`src/design/ubg_regs.vh`:
```
// register offsets, field positions, reset values and divide limits of the baud generator
`ifndef UBG_REGS_VH
`define UBG_REGS_VH

`define UBG_ADDR_W          8
`define UBG_OFF_MODE        8'h00
`define UBG_OFF_DIVISOR     8'h04
`define UBG_OFF_CONTROL     8'h08
`define UBG_OFF_STATUS      8'h0C

`define UBG_MODE_RESET      8'h00
`define UBG_DIVISOR_RESET   8'h00
`define UBG_CONTROL_RESET   8'h00

`define UBG_MODE_CLK_SEL    0
`define UBG_MODE_PS_LOW     1
`define UBG_MODE_PS_HIGH    2

`define UBG_CTL_TX_EN       0
`define UBG_CTL_RX_EN       1
`define UBG_CTL_TX_INIT     2
`define UBG_CTL_RX_INIT     3

`define UBG_STS_ACTIVE      0
`define UBG_STS_RX_SAMPLE   1
`define UBG_STS_CLK_SEL     2

`define UBG_PS_DIV1         2'h0
`define UBG_PS_DIV8         2'h1
`define UBG_PS_DIV32        2'h2
`define UBG_PS_DIV256       2'h3

`define UBG_PRE_LIM_DIV1    8'h00
`define UBG_PRE_LIM_DIV8    8'h07
`define UBG_PRE_LIM_DIV32   8'h1F
`define UBG_PRE_LIM_DIV256  8'hFF

`define UBG_OVERSAMPLE_LIM  4'hF

`define UBG_RESP_OKAY       2'h0
`define UBG_RESP_SLVERR     2'h2

`endif

```
`src/design/ubg_divider.v`:
```
// one stage of the divide chain: emits one tick per limit+1 input ticks
`timescale 1ns/1ps
module ubg_divider #(
   parameter W = 8
) (
   input  wire         aclk,
   input  wire         aresetn,
   input  wire         clear,
   input  wire         tick_in,
   input  wire [W-1:0] limit,
   output reg          tick_q
);
   reg [W-1:0] cnt_q;

   // >= rather than == so a lowered limit never makes the count wrap through 2^W
   always @(posedge aclk) begin
      if (!aresetn || clear) begin
         cnt_q  <= {W{1'b0}};
         tick_q <= 1'b0;
      end else begin
         tick_q <= 1'b0;
         if (tick_in) begin
            if (cnt_q >= limit) begin
               cnt_q  <= {W{1'b0}};
               tick_q <= 1'b1;
            end else begin
               cnt_q <= cnt_q + {{(W-1){1'b0}}, 1'b1};
            end
         end
      end
   end
endmodule // ubg_divider

```
`src/design/ubg_top.v`:
```
// baud rate generator with its mode, divisor and control registers on an AXI4-Lite slave
// Functional notes
// - bit rate is prescaled clock over sixteen times divisor plus one.
// - mode bit 0 picks system clock or special count clock as source.
// - prescaler divides the chosen source by 1, 8, 32 or 256.
// - every divisor value 0 to 255 is accepted and used.
// - divisor applies continuously while enabled or a transfer is busy.
// - control register is readable and writable.
// - basic clock runs at sixteen times bit rate and samples receive input.
// - control bits 0 and 1 are transmit enable and receive enable.
`timescale 1ns/1ps
`include "ubg_regs.vh"
module ubg_top #(
   parameter DIV_W = 8
) (
   input  wire                   aclk,
   input  wire                   aresetn,
   input  wire [`UBG_ADDR_W-1:0] s_axi_awaddr,
   input  wire                   s_axi_awvalid,
   output reg                    s_axi_awready,
   input  wire [31:0]            s_axi_wdata,
   input  wire [3:0]             s_axi_wstrb,
   input  wire                   s_axi_wvalid,
   output reg                    s_axi_wready,
   output reg  [1:0]             s_axi_bresp,
   output reg                    s_axi_bvalid,
   input  wire                   s_axi_bready,
   input  wire [`UBG_ADDR_W-1:0] s_axi_araddr,
   input  wire                   s_axi_arvalid,
   output reg                    s_axi_arready,
   output reg  [31:0]            s_axi_rdata,
   output reg  [1:0]             s_axi_rresp,
   output reg                    s_axi_rvalid,
   input  wire                   s_axi_rready,
   input  wire                   special_count_clock,
   input  wire                   transfer_busy,
   input  wire                   rx_data_in,
   output wire                   basic_clk_tick,
   output wire                   bit_tick,
   output reg                    rx_sample_q,
   output reg                    tx_enable_q,
   output reg                    rx_enable_q,
   output reg                    tx_init_q,
   output reg                    rx_init_q
);
   reg  [7:0]             uart_mode_reg_q;
   reg  [DIV_W-1:0]       baud_divisor_reg_q;
   reg  [7:0]             uart_control_reg_q;
   reg                    aw_held_q;
   reg                    w_held_q;
   reg  [`UBG_ADDR_W-1:0] aw_addr_q;
   reg  [31:0]            w_data_q;
   reg  [3:0]             w_strb_q;
   reg                    scc_prev_q;
   reg  [7:0]             pre_limit;
   reg  [31:0]            rd_data;
   reg                    rd_hit;
   reg                    wr_hit;
   wire                   src_tick;
   wire                   pre_tick;
   wire                   gen_active;
   wire                   aw_take;
   wire                   w_take;
   wire                   wr_go;
   wire [`UBG_ADDR_W-1:0] wr_addr;
   wire [31:0]            wr_data;
   wire                   wr_lane0;
   wire                   prescale_select_low;
   wire                   prescale_select_high;

   assign prescale_select_low  = uart_mode_reg_q[`UBG_MODE_PS_LOW];
   assign prescale_select_high = uart_mode_reg_q[`UBG_MODE_PS_HIGH];

   // ---------------- AXI4-Lite write path ----------------
   assign aw_take  = s_axi_awvalid && s_axi_awready;
   assign w_take   = s_axi_wvalid && s_axi_wready;
   assign wr_go    = (aw_held_q || aw_take) && (w_held_q || w_take) && !s_axi_bvalid;
   assign wr_addr  = aw_held_q ? aw_addr_q : s_axi_awaddr;
   assign wr_data  = w_held_q ? w_data_q : s_axi_wdata;
   assign wr_lane0 = w_held_q ? w_strb_q[0] : s_axi_wstrb[0];

   always @* begin
      case ({wr_addr[`UBG_ADDR_W-1:2], 2'b00})
         `UBG_OFF_MODE,
         `UBG_OFF_DIVISOR,
         `UBG_OFF_CONTROL: wr_hit = 1'b1;
         default:          wr_hit = 1'b0;
      endcase
   end

   always @(posedge aclk) begin
      if (!aresetn) begin
         s_axi_awready <= 1'b0;
         s_axi_wready  <= 1'b0;
         s_axi_bvalid  <= 1'b0;
         s_axi_bresp   <= `UBG_RESP_OKAY;
         aw_held_q     <= 1'b0;
         w_held_q      <= 1'b0;
         aw_addr_q     <= {`UBG_ADDR_W{1'b0}};
         w_data_q      <= 32'h00000000;
         w_strb_q      <= 4'h0;
      end else begin
         if (aw_take && !wr_go) begin
            aw_held_q <= 1'b1;
            aw_addr_q <= s_axi_awaddr;
         end
         if (w_take && !wr_go) begin
            w_held_q <= 1'b1;
            w_data_q <= s_axi_wdata;
            w_strb_q <= s_axi_wstrb;
         end
         if (wr_go) begin
            aw_held_q    <= 1'b0;
            w_held_q     <= 1'b0;
            s_axi_bvalid <= 1'b1;
            s_axi_bresp  <= wr_hit ? `UBG_RESP_OKAY : `UBG_RESP_SLVERR;
         end else if (s_axi_bvalid && s_axi_bready) begin
            s_axi_bvalid <= 1'b0;
         end
         // one write at a time: readies drop once a half is held or a response waits
         s_axi_awready <= !(aw_held_q || aw_take || wr_go) && !s_axi_bvalid;
         s_axi_wready  <= !(w_held_q || w_take || wr_go) && !s_axi_bvalid;
         if (wr_go || s_axi_bvalid) begin
            s_axi_awready <= 1'b0;
            s_axi_wready  <= 1'b0;
         end
      end
   end

   // ---------------- registers ----------------
   always @(posedge aclk) begin
      if (!aresetn) begin
         uart_mode_reg_q    <= `UBG_MODE_RESET;
         baud_divisor_reg_q <= `UBG_DIVISOR_RESET;
         uart_control_reg_q <= `UBG_CONTROL_RESET;
      end else if (wr_go && wr_lane0) begin
         case ({wr_addr[`UBG_ADDR_W-1:2], 2'b00})
            `UBG_OFF_MODE:    uart_mode_reg_q    <= wr_data[7:0];
            `UBG_OFF_DIVISOR: baud_divisor_reg_q <= wr_data[DIV_W-1:0];
            `UBG_OFF_CONTROL: uart_control_reg_q <= wr_data[7:0];
            default:          uart_mode_reg_q    <= uart_mode_reg_q;
         endcase
      end
   end

   // ---------------- AXI4-Lite read path ----------------
   always @* begin
      rd_hit  = 1'b1;
      rd_data = 32'h00000000;
      case ({s_axi_araddr[`UBG_ADDR_W-1:2], 2'b00})
         `UBG_OFF_MODE:    rd_data[7:0]       = uart_mode_reg_q;
         `UBG_OFF_DIVISOR: rd_data[DIV_W-1:0] = baud_divisor_reg_q;
         `UBG_OFF_CONTROL: rd_data[7:0]       = uart_control_reg_q;
         `UBG_OFF_STATUS: begin
            rd_data[`UBG_STS_ACTIVE]    = gen_active;
            rd_data[`UBG_STS_RX_SAMPLE] = rx_sample_q;
            rd_data[`UBG_STS_CLK_SEL]   = uart_mode_reg_q[`UBG_MODE_CLK_SEL];
         end
         default:          rd_hit = 1'b0;
      endcase
   end

   always @(posedge aclk) begin
      if (!aresetn) begin
         s_axi_arready <= 1'b0;
         s_axi_rvalid  <= 1'b0;
         s_axi_rdata   <= 32'h00000000;
         s_axi_rresp   <= `UBG_RESP_OKAY;
      end else begin
         if (s_axi_arvalid && s_axi_arready) begin
            s_axi_arready <= 1'b0;
            s_axi_rvalid  <= 1'b1;
            s_axi_rdata   <= rd_data;
            s_axi_rresp   <= rd_hit ? `UBG_RESP_OKAY : `UBG_RESP_SLVERR;
         end else if (s_axi_rvalid) begin
            if (s_axi_rready) begin
               s_axi_rvalid <= 1'b0;
            end
            s_axi_arready <= 1'b0;
         end else begin
            s_axi_arready <= 1'b1;
         end
      end
   end

   // ---------------- baud chain ----------------
   // enables and init bits are registered copies of the control register bits, one cycle behind
   always @(posedge aclk) begin
      if (!aresetn) begin
         tx_enable_q <= 1'b0;
         rx_enable_q <= 1'b0;
         tx_init_q   <= 1'b0;
         rx_init_q   <= 1'b0;
         scc_prev_q  <= 1'b0;
         rx_sample_q <= 1'b1;
      end else begin
         tx_enable_q <= uart_control_reg_q[`UBG_CTL_TX_EN];
         rx_enable_q <= uart_control_reg_q[`UBG_CTL_RX_EN];
         tx_init_q   <= uart_control_reg_q[`UBG_CTL_TX_INIT];
         rx_init_q   <= uart_control_reg_q[`UBG_CTL_RX_INIT];
         scc_prev_q  <= special_count_clock;
         if (basic_clk_tick) begin
            rx_sample_q <= rx_data_in;
         end
      end
   end

   // idle chain is held cleared, so a divisor changed while idle restarts from a clean phase
   assign gen_active = tx_enable_q || rx_enable_q || transfer_busy;

   // one source tick per system clock, or per rising edge of the special count clock
   assign src_tick = uart_mode_reg_q[`UBG_MODE_CLK_SEL] ?
                     (special_count_clock && !scc_prev_q) : 1'b1;

   always @* begin
      case ({prescale_select_high, prescale_select_low})
         `UBG_PS_DIV1:   pre_limit = `UBG_PRE_LIM_DIV1;
         `UBG_PS_DIV8:   pre_limit = `UBG_PRE_LIM_DIV8;
         `UBG_PS_DIV32:  pre_limit = `UBG_PRE_LIM_DIV32;
         `UBG_PS_DIV256: pre_limit = `UBG_PRE_LIM_DIV256;
         default:        pre_limit = `UBG_PRE_LIM_DIV1;
      endcase
   end

   ubg_divider #(.W(8)) u_prescale (
      .aclk    (aclk),
      .aresetn (aresetn),
      .clear   (!gen_active),
      .tick_in (src_tick),
      .limit   (pre_limit),
      .tick_q  (pre_tick)
   );

   ubg_divider #(.W(DIV_W)) u_divisor (
      .aclk    (aclk),
      .aresetn (aresetn),
      .clear   (!gen_active),
      .tick_in (pre_tick),
      .limit   (baud_divisor_reg_q),
      .tick_q  (basic_clk_tick)
   );

   ubg_divider #(.W(4)) u_oversample (
      .aclk    (aclk),
      .aresetn (aresetn),
      .clear   (!gen_active),
      .tick_in (basic_clk_tick),
      .limit   (`UBG_OVERSAMPLE_LIM),
      .tick_q  (bit_tick)
   );
endmodule // ubg_top

```
`config.mk`:
```
export PLATFORM = sky130hd
export DESIGN_NAME = ubg_top
export DESIGN_NICKNAME = d
export VERILOG_FILES = /design/src/design/ubg_divider.v /design/src/design/ubg_top.v
export VERILOG_INCLUDE_DIRS = /design/src /design/src/design
export SDC_FILE = /design/constraint.sdc
export NUM_CORES = 1
export LEC_CHECK = 0
export BUFFER_PORTS_ARGS = -buffer_cell sky130_fd_sc_hd__clkbuf_2
export CAP_MARGIN = 20
export CORE_ASPECT_RATIO = 0.9
export CORE_MARGIN = 4
export CORE_UTILIZATION = 58
export DETAILED_ROUTE_END_ITERATION = 12
export PLACE_DENSITY = 0.91
export SYNTH_ARGS = -nofsm -noshare
export SYNTH_HDL_FRONTEND = slang
export SYNTH_HIERARCHICAL = 1
export SYNTH_SLANG_ARGS = --single-unit
```
`constraint.sdc`:
```
create_clock -name aclk -period 5.9 [get_ports aclk]
set_input_delay 0.59 -clock aclk [delete_from_list [all_inputs] [get_ports aclk]]
set_output_delay 0.59 -clock aclk [all_outputs]
set_load 0.01 [all_outputs]
```
After elaboration in Yosys (flattened, before gate mapping)

Cells that the tools add are included.
W data, S select, Z words.

Add/subtract/negate cells: 3
$lt $le $gt $ge: 3
Equal/unequal tests: 8
Muxes and demuxes: 23
Bitwise gates (word level): 4
Reductions and logical operators: 42

Operator list:

| operator              | number |
|---|---|
| $mux W8               | 4 |
| $pmux W8 S4           | 1 |
| $eq A6 B2 Y1 const B  | 3 |
| $add A8 B1 Y8 const B | 2 |
| $ge A8 B8 Y1          | 2 |
| $pmux W5 S3           | 1 |
| $mux W1               | 13 |
| $eq A6 B1 Y1 const B  | 2 |
| $logic_and A1 B1 Y1   | 12 |
| $logic_not A6 Y1      | 2 |
| $pmux W3 S4           | 1 |
| $reduce_or A2 Y1      | 6 |
| $logic_or A1 B1 Y1    | 8 |
| $logic_not A1 Y1      | 7 |
| $reduce_and A2 Y1     | 3 |
| $add A4 B1 Y4 const B | 1 |
| $eq A2 B2 Y1 const B  | 2 |
| $ge A4 B4 Y1 const B  | 1 |
| $mux W2               | 2 |
| $mux W4               | 1 |
| $not A1 Y1            | 4 |
| $reduce_or A4 Y1      | 1 |
| $reduce_or A3 Y1      | 1 |
| $eq A2 B1 Y1 const B  | 1 |
| 2 further kinds       | 2 |

Register bits: 89
Bits of input ports: 62

Longest topological paths before layout

Gate-level depths: netlist (run 1).

Depth after elaboration: 7
Depth in mapped cells: 8
Depth with buffers taken out: 7

Cells and area by module

Netlist (run 1), hierarchy kept.

Modules (own cells, without submodules):

| module                      | instances | cells an instance | area an instance (µm²) | seq. area each (µm²) |
|---|---|---|---|---|
| ubg_top                     | 1         | 285               | 2880.3                 | 1241.2 |
| ubg_divider (u_divisor ...) | 2         | 64                | 624.3                  | 180.2 |
| ubg_divider (u_oversample)  | 1         | 37                | 349.1                  | 100.1 |

Worst setup path before layout (run 1)

No wires, ideal clock.

Path kind: register to register
From: reg uart_mode_reg_q[2]
To: reg u_prescale.tick_q
Data arrival time: 1777 ps
Path slack: 3984 ps
Stages on the path, launching flop included: 9
Cell sequence: dfxtp_1 and2_1 inv_1 ha_1 and3_4 a221o_1 a22o_1 buf_6 nor2b_1

Cells in the longest elaborated chain, start to end: 4
Elaborated cells between the ends (all ways): 7
Those cells by class: order compare: 1; eq/ne: 3; mux: 2; reduce/logical: 1

Ends and longest elaborated chain:

| item                                 | line             | RTL |
|---|---|---|
| start, declared                      | ubg_top.v:46     | `reg [7:0] uart_mode_reg_q;` |
| start signal, assigned               | ubg_top.v:133    | `` uart_mode_reg_q <= `UBG_MODE_RESET; `` |
| start signal, assigned               | ubg_top.v:138    | `` `UBG_OFF_MODE: uart_mode_reg_q <= wr_data[7:0]; `` |
| start signal, assigned               | ubg_top.v:141    | `default: uart_mode_reg_q <= uart_mode_reg_q;` |
| $eq A2 B2 Y1 (tied with other cells) | ubg_top.v:216    | `case ({prescale_select_high, prescale_select_low})` |
| $pmux W8 S4 (*)                      | ubg_top.v:216    |  |
| named net pre_limit[5]               | ubg_top.v:55     | `reg [7:0] pre_limit;` |
| $ge A8 B8 Y1 (*)                     | ubg_divider.v:23 | `if (cnt_q >= limit) begin` |
| $mux W1 (*)                          | ubg_divider.v:23 |  |
| end signal, assigned                 | ubg_divider.v:19 | `tick_q <= 1'b0;` |
| end signal, assigned                 | ubg_divider.v:21 | `tick_q <= 1'b0;` |
| end signal, assigned                 | ubg_divider.v:25 | `tick_q <= 1'b1;` |
| end, declared                        | ubg_divider.v:11 | `output reg tick_q` |

Mark *: on every way through the listed nets, which the timed path passes. The rest lies on a longest branch.
A chain may end at the register's enable or synchronous reset.

Worst setup path after layout (run 1)

Ends and elaborated chain as after synthesis.

==> results.txt, run 1 <==
Register area share after synthesis: 38.00%
Setup CP Type: flip-flop to flip-flop
Syn Inst Count: 450
Arr. time, crit path: 2.48 ns
Total GRT Usage: 21.06%
Final hold violations: 0
Post-Route WL: 9.298 mm
Die extent in x: 100.6 um
CTS root buffer: clkbuf_8
Max Cap Viol: 0
Core area: 7545 um^2
Post-route antenna net violation count: 0
Worst-path clk slew: 0.09 ns
CTS max path bufs: 2
Post-CTS Setup Bufs: 0
RSZ-0062 raised after global routing: false
WL/cell: 15.60 um
GR Util met1: 24.77%
Routed vias: 3334
Required @ worst endpoint: 6.13 ns
Most common cell after layout, fill and taps aside: dfxtp_1
Vias per std cell: 5.594
GRT busiest layer: met2
Mean cell area of the mapped netlist: 9.951 um^2
Critical-path maximum fanout: 9
Fin Setup TNS: 0 ns
RePlAce Congestion: 0.8097
CTS Buf Count: 9
IO Count: 110
Detailed Routing Iterations Pass 1: 5
Die Ht: 91.36 um
Yosys warns: 6
Synth Flop Type: dfxtp_1
Clock sink total: 85
Share of layout cells above drive strength 1: 21.80%
Count of different cell masters after synthesis: 54
Quantity of gates resized following cts: 0
Antenna cells: 0
Pwr Total: 1.172 mW
PwrDens: 239.2 nW/um^2
Slew Viols, Final: 0
#FFs+latches synth: 85
Vias in the first global route: 3326
Multi-input logic area: 2476 um^2
Final net count: 580
Final setup violation count: 0
Worst min path class: flip-flop to flip-flop
Cts hold-fix bufs: 0
Setup crit start kind: flip-flop
Drc violations: 0
Post-Syn Area: 4478 um^2
TritonCTS clock tree: yes
VDD IR max: 168.3 uV
DRT iter0 DRCs: 144
Clock Skews: 0.01429 ns
Area Growth Syn to Fin: 9.416%
CP startpoint: uart_mode_reg_q[2]
Seq. cell area: 1702 um^2
I/O Buffers: 52
Pleak: 2.219 nW
Post-synth EDFFs: 0
Initial antenna violation count: 0
Fraction of registers with async set/reset: 0%
Worst slew pin tran: 0.9230 ns
Crit path capture type: flip-flop
DIE AREA: 9193 um^2
Worst-Skew Late Latency: 0.36 ns
Worst Hold Path Cells: 2
Met2 Use GR: 36.46%
H-Tree Depth: 3
Largest net degree at the start of global routing: 70
Filler instances: 574
First-pass GRT wire length: 15.53 mm
Tmin final: 2.255 ns
Depth of the worst register-to-register path: 7
Min-delay src: uart_control_reg_q[4]
Initial Util: 59.35%
Global route total overflow: 0
Slew margin rel.: 37.82%
Ratio of final minimum period to clock period: 38.22%
Status: finished, final reports clean
Met3 Use GR: 6.452%
HPWL after DPL: 6.769 mm
Site Rows: 30
Leading cell types in the layout, fill and taps excluded: dfxtp_1 (85), clkbuf_2 (52), mux2i_1 (50)
Max Fclk: 443.5 MHz
R2r startpoint: uart_mode_reg_q[2]
-- cells in the mapped netlist (6+ instances only) --
library cell,instances,area [um^2]
dfxtp_1,85,1702
a22oi_1,7,52.55
o21ai_0,7,35.03
mux2_2,9,101.4
ha_1,23,287.8
nor2_1,11,41.29
nor2b_1,27,168.9
nand2_1,41,153.9
a21oi_1,6,30.03
nand4_1,9,56.30
xor2_1,11,96.34
inv_1,27,101.4
nor3_2,14,140.1
mux2i_1,50,500.5
buf_4,26,195.2
clkbuf_1,13,48.80
nand2b_1,9,56.30
-- report_power, final --
| part | total, mW | switching, mW | internal [mW] |
|---|---|---|---|
| clock | 0.461 | 0.210 | 0.251 |
| sequential | 0.599 | 0.0127 | 0.586 |
| combinational | 0.112 | 0.0666 | 0.0458 |
| total | 1.17 | 0.289 | 0.883 |
-- layer usage --
| metal | part of all wire, % | up-vias |
|---|---|---|
| met3 | 6.1 | 9 |
| met5 | 0 | - |
| met4 | 1.0 | 0 |
| li1 | - | 1595 |
| met1 | 41 | 1618 |
| met2 | 52 | 112 |
-- final timing paths --
| path | endpoint | slack (ns) |
|---|---|---|
| max | u_prescale/tick_q | 3.65 |
| min | uart_control_reg_q[4] | 0.47 |
| max reg2reg | u_prescale/tick_q | 3.65 |
| min reg2reg | uart_control_reg_q[4] | 0.47 |
-- state kept, by name, summed over array words and instances, names as in the netlist, 4 cells and up --
name                flops
baud_divisor_reg_q      8
aw_addr_q               6
uart_mode_reg_q         8
u_oversample/cnt_q      4
u_divisor/cnt_q         8
s_axi_rdata             8
u_prescale/cnt_q        8
w_data_q                8
uart_control_reg_q      8
-- metrics by stage --
step	util [%]	cell area (um^2)	hold WS (ns)	std cells	worst slack (ns)
final	64.94	4900	0.4666	596	3.645
after global routing	64.94	4900	0.4771	596	3.540
after CTS	64.84	4892	0.4659	595	3.643
after detailed placement	61.86	4667	0.4534	579	3.418
after global placement	61.86	4667	0.4452	579	3.538
after floorplan	-	4583	0.4222	478	3.984
-- final cells by class --
cell class	instances	share of cell area [%]
well taps	96	2.451
repair buffers	54	5.618
multi-input cells	318	50.54
clock inverters	5	1.711
inverters	27	2.068
clock buffers	11	2.886
flip-flops and latches	85	34.73
-- kinds of logic after synthesis --
group | count (synthesis) | synth area share, %
AO/OA/AOI/OAI | 50 | 8.913
XOR/XNOR | 15 | 2.934
adder cells (fa/ha/maj) | 23 | 6.426
buffers and inverters | 75 | 9.053
flip-flops | 85 | 38.00
multiplexers | 61 | 14.45
other | 2 | 0.1677
AND/OR/NAND/NOR | 139 | 20.06
-- critical path: stages (launching register included) --
cell and delay (ns):
dfxtp_1 0.45, and2_1 0.21, inv_1 0.06, ha_1 0.31, and3_4 0.19, a221o_1 0.35, a22o_1 0.36, nor2b_1 0.21
Note: power is estimated with default switching activity, not from simulation.
==> run 2, diff against run 1 <==
Settings changed: CORE_UTILIZATION 58 to 54, PLACE_DENSITY 0.91 to 0.86.
Clock period 5.9 ns to 2.1 ns, I/O delays scaled along.
==> run 2 against run 1 <==
Routed wire length increased by 0.69%. Critical endpoint unchanged. Largest cell class unchanged. Count of clock-buffer cells in the layout unchanged. Sequential cell count unchanged. Die area increased by 6.8%. Highest routed layer unchanged.
==> results.txt, run 2 (synthesis results as in run 1) <==
Vias per std cell: 5.443 (-2.7%)
Initial antenna violation count: 0 (unchanged)
Largest net degree at the start of global routing: 50 (-29%)
Worst min path class: primary input to flip-flop
Pleak: 2.237 nW (+0.78%)
Area Growth Syn to Fin: 10.17%
Final Non-Filler Cells: 603 (+1.2%)
DIE AREA: 9816 um^2 (+6.8%)
Status: finished, final reports clean
CTS root buffer: clkbuf_8
R2R setup slack: 0.08 ns (-3.57 ns)
Inst Count DP: 587 (+1.4%)
I/O Buffers: 52 (unchanged)
Final setup violation count: 0 (unchanged)
Slew margin rel.: 61.51% (+24 points)
DRT iter0 DRCs: 108 (-25%)
Initial Util: 55.51% (-3.8 points)
Final hold violations: 0 (unchanged)
Share of layout cells above drive strength 1: 23.02% (+1.2 points)
Worst slew pin tran: 0.5774 ns (-0.3455 ns)
Drc violations: 0 (unchanged)
RePlAce Congestion: 0.8118 (+0.26%)
Leading cell types in the layout, fill and taps excluded: dfxtp_1 (84), clkbuf_2 (52), mux2i_1 (50)
Die extent in x: 104.0 um (+3.3%)
Site Rows: 31 (+3.3%)
PwrDens: 641.6 nW/um^2 (+170%)
Slew Viols, Final: 0 (unchanged)
Antenna cells: 0 (unchanged)
Final Worst Setup Slack: 0.07892 ns (-3.566 ns)
Total GRT Usage: 19.67% (-1.4 points)
Setup CP Type: flip-flop to flip-flop
Filler instances: 627 (+9.2%)
Core area: 8068 um^2 (+6.9%)
Global route total overflow: 0 (unchanged)
Tmin final: 2.021 ns (-0.2337 ns)
Vias in the first global route: 3312 (-0.42%)
First-pass GRT wire length: 15.53 mm (unchanged)
Crit path capture type: flip-flop
RSZ-0062 raised after global routing: false
Worst-Skew Late Latency: 0.36 ns (about the same)
Worst-path clk slew: 0.08 ns (about the same)
H-Tree Depth: 3 (unchanged)
Post-route antenna net violation count: 0 (unchanged)
Setup crit start kind: flip-flop
Routed vias: 3282 (-1.6%)
Max Fclk: 494.8 MHz (+12%)
CTS max path bufs: 2 (unchanged)
Die Ht: 94.39 um (+3.3%)
Most common cell after layout, fill and taps aside: dfxtp_1
HPWL after DPL: 6.856 mm (+1.3%)
Clock sink total: 85 (unchanged)
TritonCTS clock tree: yes
Arr. time, crit path: 2.24 ns (-0.24 ns)
IO Count: 110 (unchanged)
Final net count: 584 (+0.69%)
WL/cell: 15.53 um (-0.48%)
Critical-path maximum fanout: 9 (unchanged)
Max Cap Viol: 0 (unchanged)
Post-Route WL: 9.362 mm (+0.69%)
Required @ worst endpoint: 2.32 ns (-3.81 ns)
Detailed Routing Iterations Pass 1: 4 (-1)
Clock Skews: 0.01151 ns (-0.002780 ns)
VDD IR max: 379.9 uV (+130%)
Ratio of final minimum period to clock period: 96.24% (+58 points)
DP Worst Slack: -0.04228 ns (-3.461 ns)
Fin util: 61.15% (-3.8 points)
CTS Buf Count: 9 (unchanged)
[run 2: cell types whose count changed in the layout (fill, tap and decap cells not counted), sizes merged]
| cell | delta |
|---|---|
| buf | +4 |
| inv | +1 |
| bufinv | -1 |
[run 2: routing by layer]
layer | global-route usage [%] | vias up | wire, um
li1 | - | 1600 | -
met1 | 22.29 | 1592 | 3973
met2 | 36.69 | 78 | 4866
met3 | 5.332 | 12 | 415
met4 | 5.537 | 0 | 106
met5 | 0 | - | 0
[run 2: critical path, stage by stage (launching register included)]
cell and delay [ns]:
dfxtp_1 0.38, and2_4 0.17, inv_1 0.04, ha_1 0.30, and3_4 0.19, a221o_1 0.35, a22o_4 0.29, nor2b_1 0.15
[run 2: final timing paths]
check                           depth (start not counted)                  start               endpoint
worst max-delay path                                    7     uart_mode_reg_q[2]      u_prescale/tick_q
worst min-delay path                                    2    special_count_clock             scc_prev_q
worst max register to register                          7     uart_mode_reg_q[2]      u_prescale/tick_q
worst min register to register                          2  uart_control_reg_q[5]  uart_control_reg_q[5]
[run 2: area by class of cell]
type / count / area [um^2] / area share (%)
Clock buffer: 11 / 141.4 / 2.866
Multi-Input combinational cell: 318 / 2487 / 50.42
Tap cell: 99 / 123.9 / 2.511
Inverter: 27 / 101.3 / 2.054
Timing Repair Buffer: 58 / 317.8 / 6.442
Clock inverter: 5 / 58.81 / 1.192
Sequential cell: 85 / 1703 / 34.52
[run 2: timing repair]
item | 4_1_cts | 5_1_grt
setup buffers | 0 | 0
setup endpoints to repair | 9 | 9
resized for setup | 2 | 2
hold buffers | 0 | 0
[run 2: where the power goes]
part | internal [mW] | switching (mW)
Sequential | 1.65 | 0.0325
Clock | 0.584 | 0.577
Combinational | 0.134 | 0.191
Total | 2.37 | 0.800
[run 2: metrics by stage]
stage / hold WS (ns) / total power, mW / instance area [um^2] / TNS [ns]
4_1_cts: 0.06476 / 3.187 / 4930 / 0
5_1_grt: 0.08846 / 3.278 / 4933 / 0
3_5_place_dp: 0.4323 / 2.037 / 4721 / -0.09531
3_3_place_gp: 0.4322 / 2.026 / 4721 / 0
6_report: 0.07529 / 3.165 / 4933 / 0
2_1_floorplan: 0.3317 / 1.985 / 4583 / 0
